[src/rtl/rdseq_pkg.sv]
package rdseq_pkg;
  // clock rate
  localparam int unsigned CLK_HZ         = 125_000_000;
  // delay counter width and program memory top
  localparam int unsigned DLY_BITS       = 10;
  localparam logic [11:0] PC_TOP         = 12'hFFF;
  // timeouts: power-on in microseconds, wake delays in units of 0.1 us
  localparam int unsigned POR_US         = 72_000;
  localparam int unsigned WAKE00_US10    = 600;     // 0.06 ms in units of 0.1 us
  localparam int unsigned WAKE01_US10    = 184_000; // 18.4 ms
  localparam int unsigned WAKE10_US10    = 600_000; // 60 ms
  localparam int unsigned WAKE11_US10    = 9_600_000; // 960 ms
  // clock cycles per microsecond
  localparam int unsigned CLK_MHZ        = CLK_HZ / 1_000_000;
  // reset-source-flag codes {timeout_flag, powerdown_flag}
  localparam logic [1:0]  FLAGS_POR      = 2'h3;
  localparam logic [1:0]  FLAGS_WDT_PD   = 2'h0;
  localparam logic [1:0]  FLAGS_WDT_ACT  = 2'h1;
  localparam logic [1:0]  FLAGS_PIN_PD   = 2'h2;
  // wake delay codes
  localparam logic [1:0]  WAKE_DEFAULT   = 2'h1;
  // brown-out level codes
  localparam logic [1:0]  BOR_2V2        = 2'h0;
  localparam logic [1:0]  BOR_2V6        = 2'h1;
  localparam logic [1:0]  BOR_4V2        = 2'h2;
  typedef enum logic [2:0] {
    RDSEQ_HOLD = 3'b001,
    RDSEQ_WAIT = 3'b010,
    RDSEQ_RUN  = 3'b100
  } rdseq_state_type;
endpackage

[src/rtl/rdseq_top.sv]
`timescale 1ns/10ps
module rdseq_top #(
  parameter int unsigned POR_CYCLES = rdseq_pkg::POR_US * (rdseq_pkg::CLK_HZ / 1_000_000),
  parameter int unsigned W00_CYCLES = rdseq_pkg::WAKE00_US10 * rdseq_pkg::CLK_MHZ / 10,
  parameter int unsigned W01_CYCLES = rdseq_pkg::WAKE01_US10 * rdseq_pkg::CLK_MHZ / 10,
  parameter int unsigned W10_CYCLES = rdseq_pkg::WAKE10_US10 * rdseq_pkg::CLK_MHZ / 10,
  parameter int unsigned W11_CYCLES = rdseq_pkg::WAKE11_US10 * rdseq_pkg::CLK_MHZ / 10
) (
  input  wire logic        clk,
  input  wire logic        rst,
  input  wire logic        power_on_event,
  input  wire logic        external_reset_pin,
  input  wire logic        watchdog_event,
  input  wire logic        wakeup_event,
  input  wire logic        in_powerdown,
  input  wire logic [2:0]  supply_above_level,
  input  wire logic [1:0]  brownout_level_select,
  input  wire logic        brownout_enable,
  input  wire logic [1:0]  wake_delay_select,
  input  wire logic        sleep_clock_off_bit,
  output logic             internal_reset,
  output logic             pc_load,
  output logic [11:0]      pc_value,
  output logic             timeout_flag,
  output logic             powerdown_flag,
  output logic             sleep_clock_run
);
  import rdseq_pkg::*;

  localparam int unsigned STEP_POR = (POR_CYCLES + (1 << DLY_BITS) - 1) >> DLY_BITS;
  localparam int unsigned STEP_W00 = (W00_CYCLES + (1 << DLY_BITS) - 1) >> DLY_BITS;
  localparam int unsigned STEP_W01 = (W01_CYCLES + (1 << DLY_BITS) - 1) >> DLY_BITS;
  localparam int unsigned STEP_W10 = (W10_CYCLES + (1 << DLY_BITS) - 1) >> DLY_BITS;
  localparam int unsigned STEP_W11 = (W11_CYCLES + (1 << DLY_BITS) - 1) >> DLY_BITS;
  localparam logic [DLY_BITS-1:0] DLY_MAX = {DLY_BITS{1'b1}};

  // synchronisers for pins and analog detector outputs
  logic [1:0] pin_s1_q, pin_s2_q;
  logic [2:0] sup_s1_q, sup_s2_q;
  logic [1:0] evt_s1_q, evt_s2_q;
  always_ff @(posedge clk) begin
    pin_s1_q <= {power_on_event, external_reset_pin};
    pin_s2_q <= pin_s1_q;
    sup_s1_q <= supply_above_level;
    sup_s2_q <= sup_s1_q;
    evt_s1_q <= {watchdog_event, wakeup_event};
    evt_s2_q <= evt_s1_q;
  end

  wire por_s  = pin_s2_q[1];
  wire pin_hi = pin_s2_q[0];
  wire wdt_s  = evt_s2_q[1];
  wire wake_s = evt_s2_q[0];

  // brown-out threshold select
  function automatic logic bor_ok(input logic [1:0] sel, input logic [2:0] above);
    unique case (sel)
      BOR_2V2: bor_ok = above[0];
      BOR_2V6: bor_ok = above[1];
      BOR_4V2: bor_ok = above[2];
      default: bor_ok = above[2];
    endcase
  endfunction

  wire supply_ok = !brownout_enable || bor_ok(brownout_level_select, sup_s2_q);
  wire brownout  = !supply_ok;

  logic pin_hi_q;
  logic por_mode_q, por_mode_d;
  always_ff @(posedge clk) begin
    if (rst) pin_hi_q <= 1'b0;
    else     pin_hi_q <= pin_hi;
  end
  wire pin_fall = pin_hi_q && !pin_hi;

  wire any_src = por_s || brownout || wdt_s || wake_s || pin_fall;

  // full count for power-on only, wake delay otherwise
  logic [31:0] step_len;
  always_comb begin
    step_len = STEP_POR;
    if (!por_mode_q) begin
      unique case (wake_delay_select)
        2'h0:    step_len = STEP_W00;
        2'h1:    step_len = STEP_W01;
        2'h2:    step_len = STEP_W10;
        default: step_len = STEP_W11;
      endcase
    end
  end

  rdseq_state_type state_q, state_d;
  logic [DLY_BITS-1:0] dly_q, dly_d;
  logic [31:0] pre_q, pre_d;
  wire step = (pre_q + 32'h1 >= step_len);
  wire done = step && (dly_q == DLY_MAX);

  always_comb begin
    state_d    = state_q;
    dly_d      = dly_q;
    pre_d      = pre_q;
    por_mode_d = por_mode_q;
    if (any_src) begin
      state_d = RDSEQ_HOLD;
      dly_d   = '0;
      pre_d   = '0;
      if (por_s) por_mode_d = 1'b1;
    end else begin
      unique case (state_q)
        RDSEQ_HOLD: if (pin_hi) state_d = RDSEQ_WAIT;
        RDSEQ_WAIT: begin
          pre_d = step ? '0 : pre_q + 32'h1;
          if (step) dly_d = dly_q + 1'b1;
          if (done) begin
            state_d    = RDSEQ_RUN;
            por_mode_d = 1'b0;
          end
        end
        RDSEQ_RUN: ;
        default: state_d = RDSEQ_HOLD;
      endcase
    end
  end

  always_ff @(posedge clk) begin
    if (rst) begin
      state_q    <= RDSEQ_HOLD;
      dly_q      <= '0;
      pre_q      <= '0;
      por_mode_q <= 1'b1;
    end else begin
      state_q    <= state_d;
      dly_q      <= dly_d;
      pre_q      <= pre_d;
      por_mode_q <= por_mode_d;
    end
  end

  logic [1:0] flags_d;
  always_comb begin
    flags_d = {timeout_flag, powerdown_flag};
    if (por_s)                         flags_d = FLAGS_POR;
    else if (wdt_s)                    flags_d = in_powerdown ? FLAGS_WDT_PD : FLAGS_WDT_ACT;
    else if (pin_fall && in_powerdown) flags_d = FLAGS_PIN_PD;
  end

  always_ff @(posedge clk) begin
    if (rst) begin
      internal_reset  <= 1'b1;
      pc_load         <= 1'b1;
      pc_value        <= PC_TOP;
      timeout_flag    <= FLAGS_POR[1];
      powerdown_flag  <= FLAGS_POR[0];
      sleep_clock_run <= 1'b0;
    end else begin
      internal_reset  <= (state_d != RDSEQ_RUN);
      pc_load         <= (state_d != RDSEQ_RUN);
      pc_value        <= PC_TOP;
      {timeout_flag, powerdown_flag} <= flags_d;
      sleep_clock_run <= !sleep_clock_off_bit;
    end
  end

  // helper: cycles spent in wait state
  logic [31:0] wait_cnt_q;
  always_ff @(posedge clk) begin
    if (rst || state_q != RDSEQ_WAIT) wait_cnt_q <= '0;
    else                              wait_cnt_q <= wait_cnt_q + 32'h1;
  end

  property p_src_holds;
    @(posedge clk) disable iff (rst) any_src |=> internal_reset;
  endproperty
  a_src_holds: assert property (p_src_holds) else $error("reset not held after source");

  property p_pc_top;
    @(posedge clk) disable iff (rst) internal_reset |-> pc_load && pc_value == PC_TOP;
  endproperty
  a_pc_top: assert property (p_pc_top) else $error("pc not at top during reset");

  property p_no_count_low;
    @(posedge clk) disable iff (rst) (state_q == RDSEQ_HOLD && !pin_hi) |=> state_q != RDSEQ_WAIT;
  endproperty
  a_no_count_low: assert property (p_no_count_low) else $error("counting with pin low");

  property p_release_time;
    @(posedge clk) disable iff (rst)
      (state_q == RDSEQ_WAIT && state_d == RDSEQ_RUN) |-> wait_cnt_q + 32'h1 == step_len << DLY_BITS;
  endproperty
  a_release_time: assert property (p_release_time) else $error("release time wrong");

  property p_release_clears;
    @(posedge clk) disable iff (rst) (state_q == RDSEQ_RUN && !any_src) |=> !internal_reset;
  endproperty
  a_release_clears: assert property (p_release_clears) else $error("latch not cleared");

  property p_brownout;
    @(posedge clk) disable iff (rst) brownout |=> internal_reset;
  endproperty
  a_brownout: assert property (p_brownout) else $error("reset released during brown-out");

  property p_por_flags;
    @(posedge clk) disable iff (rst) por_s |=> timeout_flag && powerdown_flag;
  endproperty
  a_por_flags: assert property (p_por_flags) else $error("power-on flags wrong");

  property p_pin_active;
    @(posedge clk) disable iff (rst)
      (pin_fall && !in_powerdown && !por_s && !wdt_s) |=>
        {timeout_flag, powerdown_flag} == $past({timeout_flag, powerdown_flag});
  endproperty
  a_pin_active: assert property (p_pin_active) else $error("pin reset changed flags");

  property p_sleep_clk;
    @(posedge clk) disable iff (rst) !sleep_clock_off_bit |=> sleep_clock_run;
  endproperty
  a_sleep_clk: assert property (p_sleep_clk) else $error("sleep clock not kept");

  property p_latch_state;
    @(posedge clk) disable iff (rst) internal_reset == (state_q != RDSEQ_RUN);
  endproperty
  a_latch_state: assert property (p_latch_state) else $error("latch out of step");

  property p_dly_start;
    @(posedge clk) disable iff (rst)
      (state_q == RDSEQ_HOLD && state_d == RDSEQ_WAIT) |=> dly_q == '0 && pre_q == '0;
  endproperty
  a_dly_start: assert property (p_dly_start) else $error("count not from zero");

  property p_dly_step;
    @(posedge clk) disable iff (rst)
      (state_q == RDSEQ_WAIT && !any_src && step && !done) |=> dly_q == $past(dly_q) + 1'b1;
  endproperty
  a_dly_step: assert property (p_dly_step) else $error("delay counter skipped");

  property p_pin_low;
    @(posedge clk) disable iff (rst) (!pin_hi && state_q != RDSEQ_RUN) |=> internal_reset;
  endproperty
  a_pin_low: assert property (p_pin_low) else $error("released with pin low");

  property p_por_mode;
    @(posedge clk) disable iff (rst) por_s |=> por_mode_q;
  endproperty
  a_por_mode: assert property (p_por_mode) else $error("power-on count not chosen");

  property p_por_len;
    @(posedge clk) disable iff (rst)
      (state_q == RDSEQ_WAIT && por_mode_q) |-> step_len == STEP_POR;
  endproperty
  a_por_len: assert property (p_por_len) else $error("power-on step length wrong");

  property p_wake_fast;
    @(posedge clk) disable iff (rst)
      (!por_mode_q && wake_delay_select == 2'h0) |-> step_len == STEP_W00;
  endproperty
  a_wake_fast: assert property (p_wake_fast) else $error("fast wake length wrong");

  property p_sleep_off;
    @(posedge clk) disable iff (rst) sleep_clock_off_bit |=> !sleep_clock_run;
  endproperty
  a_sleep_off: assert property (p_sleep_off) else $error("sleep clock not stopped");

  property p_supply_back;
    @(posedge clk) disable iff (rst)
      (state_q == RDSEQ_HOLD && pin_hi && !any_src) |=> state_q == RDSEQ_WAIT;
  endproperty
  a_supply_back: assert property (p_supply_back) else $error("no count after recovery");

  property p_bor_low;
    @(posedge clk) disable iff (rst)
      (brownout_enable && brownout_level_select == BOR_2V2 && !sup_s2_q[0]) |=> internal_reset;
  endproperty
  a_bor_low: assert property (p_bor_low) else $error("low threshold ignored");

  property p_bor_mid;
    @(posedge clk) disable iff (rst)
      (brownout_enable && brownout_level_select == BOR_2V6 && !sup_s2_q[1]) |=> internal_reset;
  endproperty
  a_bor_mid: assert property (p_bor_mid) else $error("middle threshold ignored");

  property p_bor_high;
    @(posedge clk) disable iff (rst)
      (brownout_enable && brownout_level_select == BOR_4V2 && !sup_s2_q[2]) |=> internal_reset;
  endproperty
  a_bor_high: assert property (p_bor_high) else $error("high threshold ignored");

  property p_wdt_pd_flags;
    @(posedge clk) disable iff (rst)
      (wdt_s && !por_s && in_powerdown) |=> {timeout_flag, powerdown_flag} == FLAGS_WDT_PD;
  endproperty
  a_wdt_pd_flags: assert property (p_wdt_pd_flags) else $error("watchdog sleep flags");

  property p_wdt_act_flags;
    @(posedge clk) disable iff (rst)
      (wdt_s && !por_s && !in_powerdown) |=> {timeout_flag, powerdown_flag} == FLAGS_WDT_ACT;
  endproperty
  a_wdt_act_flags: assert property (p_wdt_act_flags) else $error("watchdog run flags");

  property p_pin_pd_flags;
    @(posedge clk) disable iff (rst)
      (pin_fall && in_powerdown && !por_s && !wdt_s) |=>
        {timeout_flag, powerdown_flag} == FLAGS_PIN_PD;
  endproperty
  a_pin_pd_flags: assert property (p_pin_pd_flags) else $error("pin sleep flags");

  property p_pc_idle;
    @(posedge clk) disable iff (rst) !internal_reset |-> !pc_load;
  endproperty
  a_pc_idle: assert property (p_pc_idle) else $error("pc load outside reset");
endmodule // rdseq_top

[config.mk]
export PLATFORM = sky130hd
export DESIGN_NAME = rdseq_top
export DESIGN_NICKNAME = d
export VERILOG_FILES = /design/src/rtl/rdseq_pkg.sv /design/src/rtl/rdseq_top.sv
export SDC_FILE = /design/constraint.sdc
export NUM_CORES = 1
export LEC_CHECK = 0
export BUFFER_PORTS_ARGS = -buffer_cell sky130_fd_sc_hd__buf_4
export CAP_MARGIN = 20
export CORE_ASPECT_RATIO = 0.8
export CORE_MARGIN = 4
export CORE_UTILIZATION = 50
export CTS_CLUSTER_SIZE = 24
export DETAILED_ROUTE_END_ITERATION = 7
export PLACE_DENSITY = 0.69
export SLEW_MARGIN = 5
export SYNTH_ARGS = -nofsm -noshare
export SYNTH_HDL_FRONTEND = slang
export SYNTH_SLANG_ARGS = --single-unit
[constraint.sdc]
create_clock -name clk -period 5.2 [get_ports clk]
set_clock_uncertainty 0.1 [all_clocks]
set_input_delay 1.04 -clock clk [delete_from_list [all_inputs] [get_ports clk]]
set_output_delay 1.04 -clock clk [all_outputs]
set_load 0.01 [all_outputs]
==> reports/qor.yml <==
status: "completed"
holdBufCountCts: 0
root_buffer: "clkbuf_8"
cts_buffer_depth: 2
critPathMaxStageDelay_ps: 450
ant_nets: 0
fin_area_um2: 3870
via_count: 2945
clk-insertion-delay-late_ps: 360
syn_inst: 422
path_max_fanout: 43
worstSetupPathType: "reg2reg"
gp_congestion: 0.835
htree_levels: 3
end_kind: "flip-flop"
ys_ff_latch: 65
worst_pin_slew_ps: 851
p_leak_nw: 1.54
dp_hpwl_mm: 5.16
netlist.area_leader.share: 0.363
die_w_um: 103
worst_hold_path_type: "reg2reg"
synth_ff_type: "dfxtp_1"
ys_seq_area_frac: 0.363
nNetsFinal: 467
holdWs_ps: 227
synthArstFlopShare: 0
rsz0062_at_grt: "no"
grt_max_degree: 50
p_total_mw: 0.988
ys.warnings.count: 0
final_max_slew_viol_count: 0
die_area_um2: 8600
ys_types: 52
crit_chain: "ha_1 -> nand3_1 -> buf_4 -> or3_1 -> nor2_1 -> and3_1 -> nand3_1 -> xnor2_1 -> ha_1 -> a21o_1 -> a21o_1 -> a21oi_1 -> nor4bb_1 -> and4_1 -> buf_4 -> o21ai_0 -> a211oi_1"
grt.total_usage: 0.178
wire_per_inst_um: 14.1
drt-initial-drc-count: 175
avgSynthCellArea_um2: 8.50
fin_crit_ps: 4470
finalHoldViolCount: 0
grt_antenna_before_repair: 0
max_slew_margin: 0.430
synth.top_cells.by_area: "dfxtp_1 36%, ha_1 7.7%, nand2_1 4.7%, nand3_1 4.6%, and3_1 4.0%"
finalCritPeriodShare: 0.860
setup_viol: 0
yosys-top-cells-count: "65 x dfxtp_1, 45 x nand2_1, 33 x nand3_1, 25 x nor2_1, 23 x and3_1"
die_h_um: 83.8
critPathArrivalTime_ps: 4650
path_clk_slew_ps: 80
syn2layout_area_growth_pct: 7.92
viasPerCell: 5.65
fp-row-count: 27
n_antenna_cell: 0
cp_slowest_cell: "or3_1"
synth_enable_flop_cells: 0
grt_pass1_wl_mm: 12.3
first_global_vias: 2621
cts.sinks: 65
drv_cap: 0
yosys.area.top_type: "dfxtp_1"
start_kind: "flip-flop"
first_pass_iters: 4
cts_tree: "yes"
ios: 33
max_freq_ghz: 0.224
final.setup.tns_ps: 0
dpl.cell_count: 505
power_density_nw_per_um2: 255
irDropWorstVdd_mv: 0.193
required_ps: 5370
core-area_um2: 6930
finalNonFillerCells: 521
initial_core_util: 0.518
cts_resized: 0
place_area_um2: 3660
synth.most_common_cell: "dfxtp_1"
synth_area_um2: 3590
drc: 0
overflow: 0
drive_above_1_share: 0.113
io_buffers: 20
numCtsBuffers: 9
postCtsSetupRepairBufs: 0
drt-total-wl_mm: 7.35
==> worst max-delay path, delay by kind of cell, from the launching register on <==
family                     cells  cell delay (ps)
and+or+nand+nor                7             1670
AOI/OAI and AO/OA              5              880
buffers and inverters          2              580
adders and majority gates      2              520
DFF                            1              420
xor gates and xnor gates       1              210
==> per-stage QoR <==
stage	setup WS (ps)	utilization
global route	298	0.559
detailed placement	804	0.529
CTS	766	0.559
global placement	950	0.529
floorplan	1130	-
finish	729	0.559
==> metal layers <==
layer  up-vias  track usage  wire length, µm
li1       1503            -                -
met1      1362        0.251             3490
met2        71        0.264             3370
met3         9       0.0418              392
met4         0       0.0620               98
met5         -            0                0
==> path summary, 6_finish.rpt <==
kind          startpoint  slack [ps]  cells past startpoint          end
min reg2reg  pin_s1_q[1]         230                      0  pin_s2_q[1]
max             pre_q[0]         730                     17   state_q[1]
min          pin_s1_q[1]         230                      0  pin_s2_q[1]
max reg2reg     pre_q[0]         730                     17   state_q[1]
==> cell type report <==
class / count / area [µm²]
clock inverters: 7 / 83.8
multi-input cells: 322 / 2050
well taps: 87 / 109
clock buffers: 9 / 124
flip-flops and latches: 65 / 1300
fillers: 639 / 3050
repair buffers: 24 / 180
inverters: 7 / 26.3
==> cells by family (layout without fill, tap and decap cells) <==
family                   after synthesis  after routing  synth area share
flip-flops                            65             65             0.363
adder cells (fa/ha/maj)               22             22            0.0767
AND/OR/NAND/NOR                      195            195             0.296
XOR/XNOR                              23             23            0.0562
multiplexers                           5              5            0.0143
buffers and inverters                 46             47            0.0781
AO/OA/AOI/OAI                         65             65             0.115
other                                  1             12           0.00105
==> sequential cells by signal, summed over array words and instances, names as in the netlist, 2 cells and up <==
register  count
dly_q        10
evt_s1_q      2
evt_s2_q      2
pin_s1_q      2
pin_s2_q      2
pre_q        32
state_q       3
sup_s1_q      3
sup_s2_q      3
==> placed cells by master (no fill, tap or decap), types with 2 or more instances in the layout <==
cell / count
mux2i_1: 4
a21oi_1: 20
a41oi_1: 2
nor4_1: 5
xnor2_1: 11
nand4b_1: 2
nor2_1: 25
or3_1: 8
nor4_4: 2
o31ai_1: 4
o211ai_1: 3
a211oi_2: 2
or4_1: 6
a21o_1: 3
a211oi_1: 2
nor3_1: 14
nand4_1: 9
ha_1: 22
dfxtp_1: 65
nand3_1: 33
xor2_1: 12
conb_1: 12
and3_1: 23
and4_1: 3
buf_4: 24
inv_1: 7
nand2_1: 45
inv_6: 4
a31oi_1: 8
nor2b_1: 7
o21ai_0: 14
and2_1: 2
clkbuf_8: 9
nand3b_1: 4
==> where the power goes <==
| group | leakage [nW] | internal, mW | switching, mW |
|---|---|---|---|
| Clock | 0.103 | 0.231 | 0.223 |
| Combinational | 0.905 | 0.0128 | 0.0143 |
| Sequential | 0.530 | 0.505 | 0.00248 |
| Total | 1.54 | 0.749 | 0.240 |
Note: power is estimated with default switching activity, not from simulation.
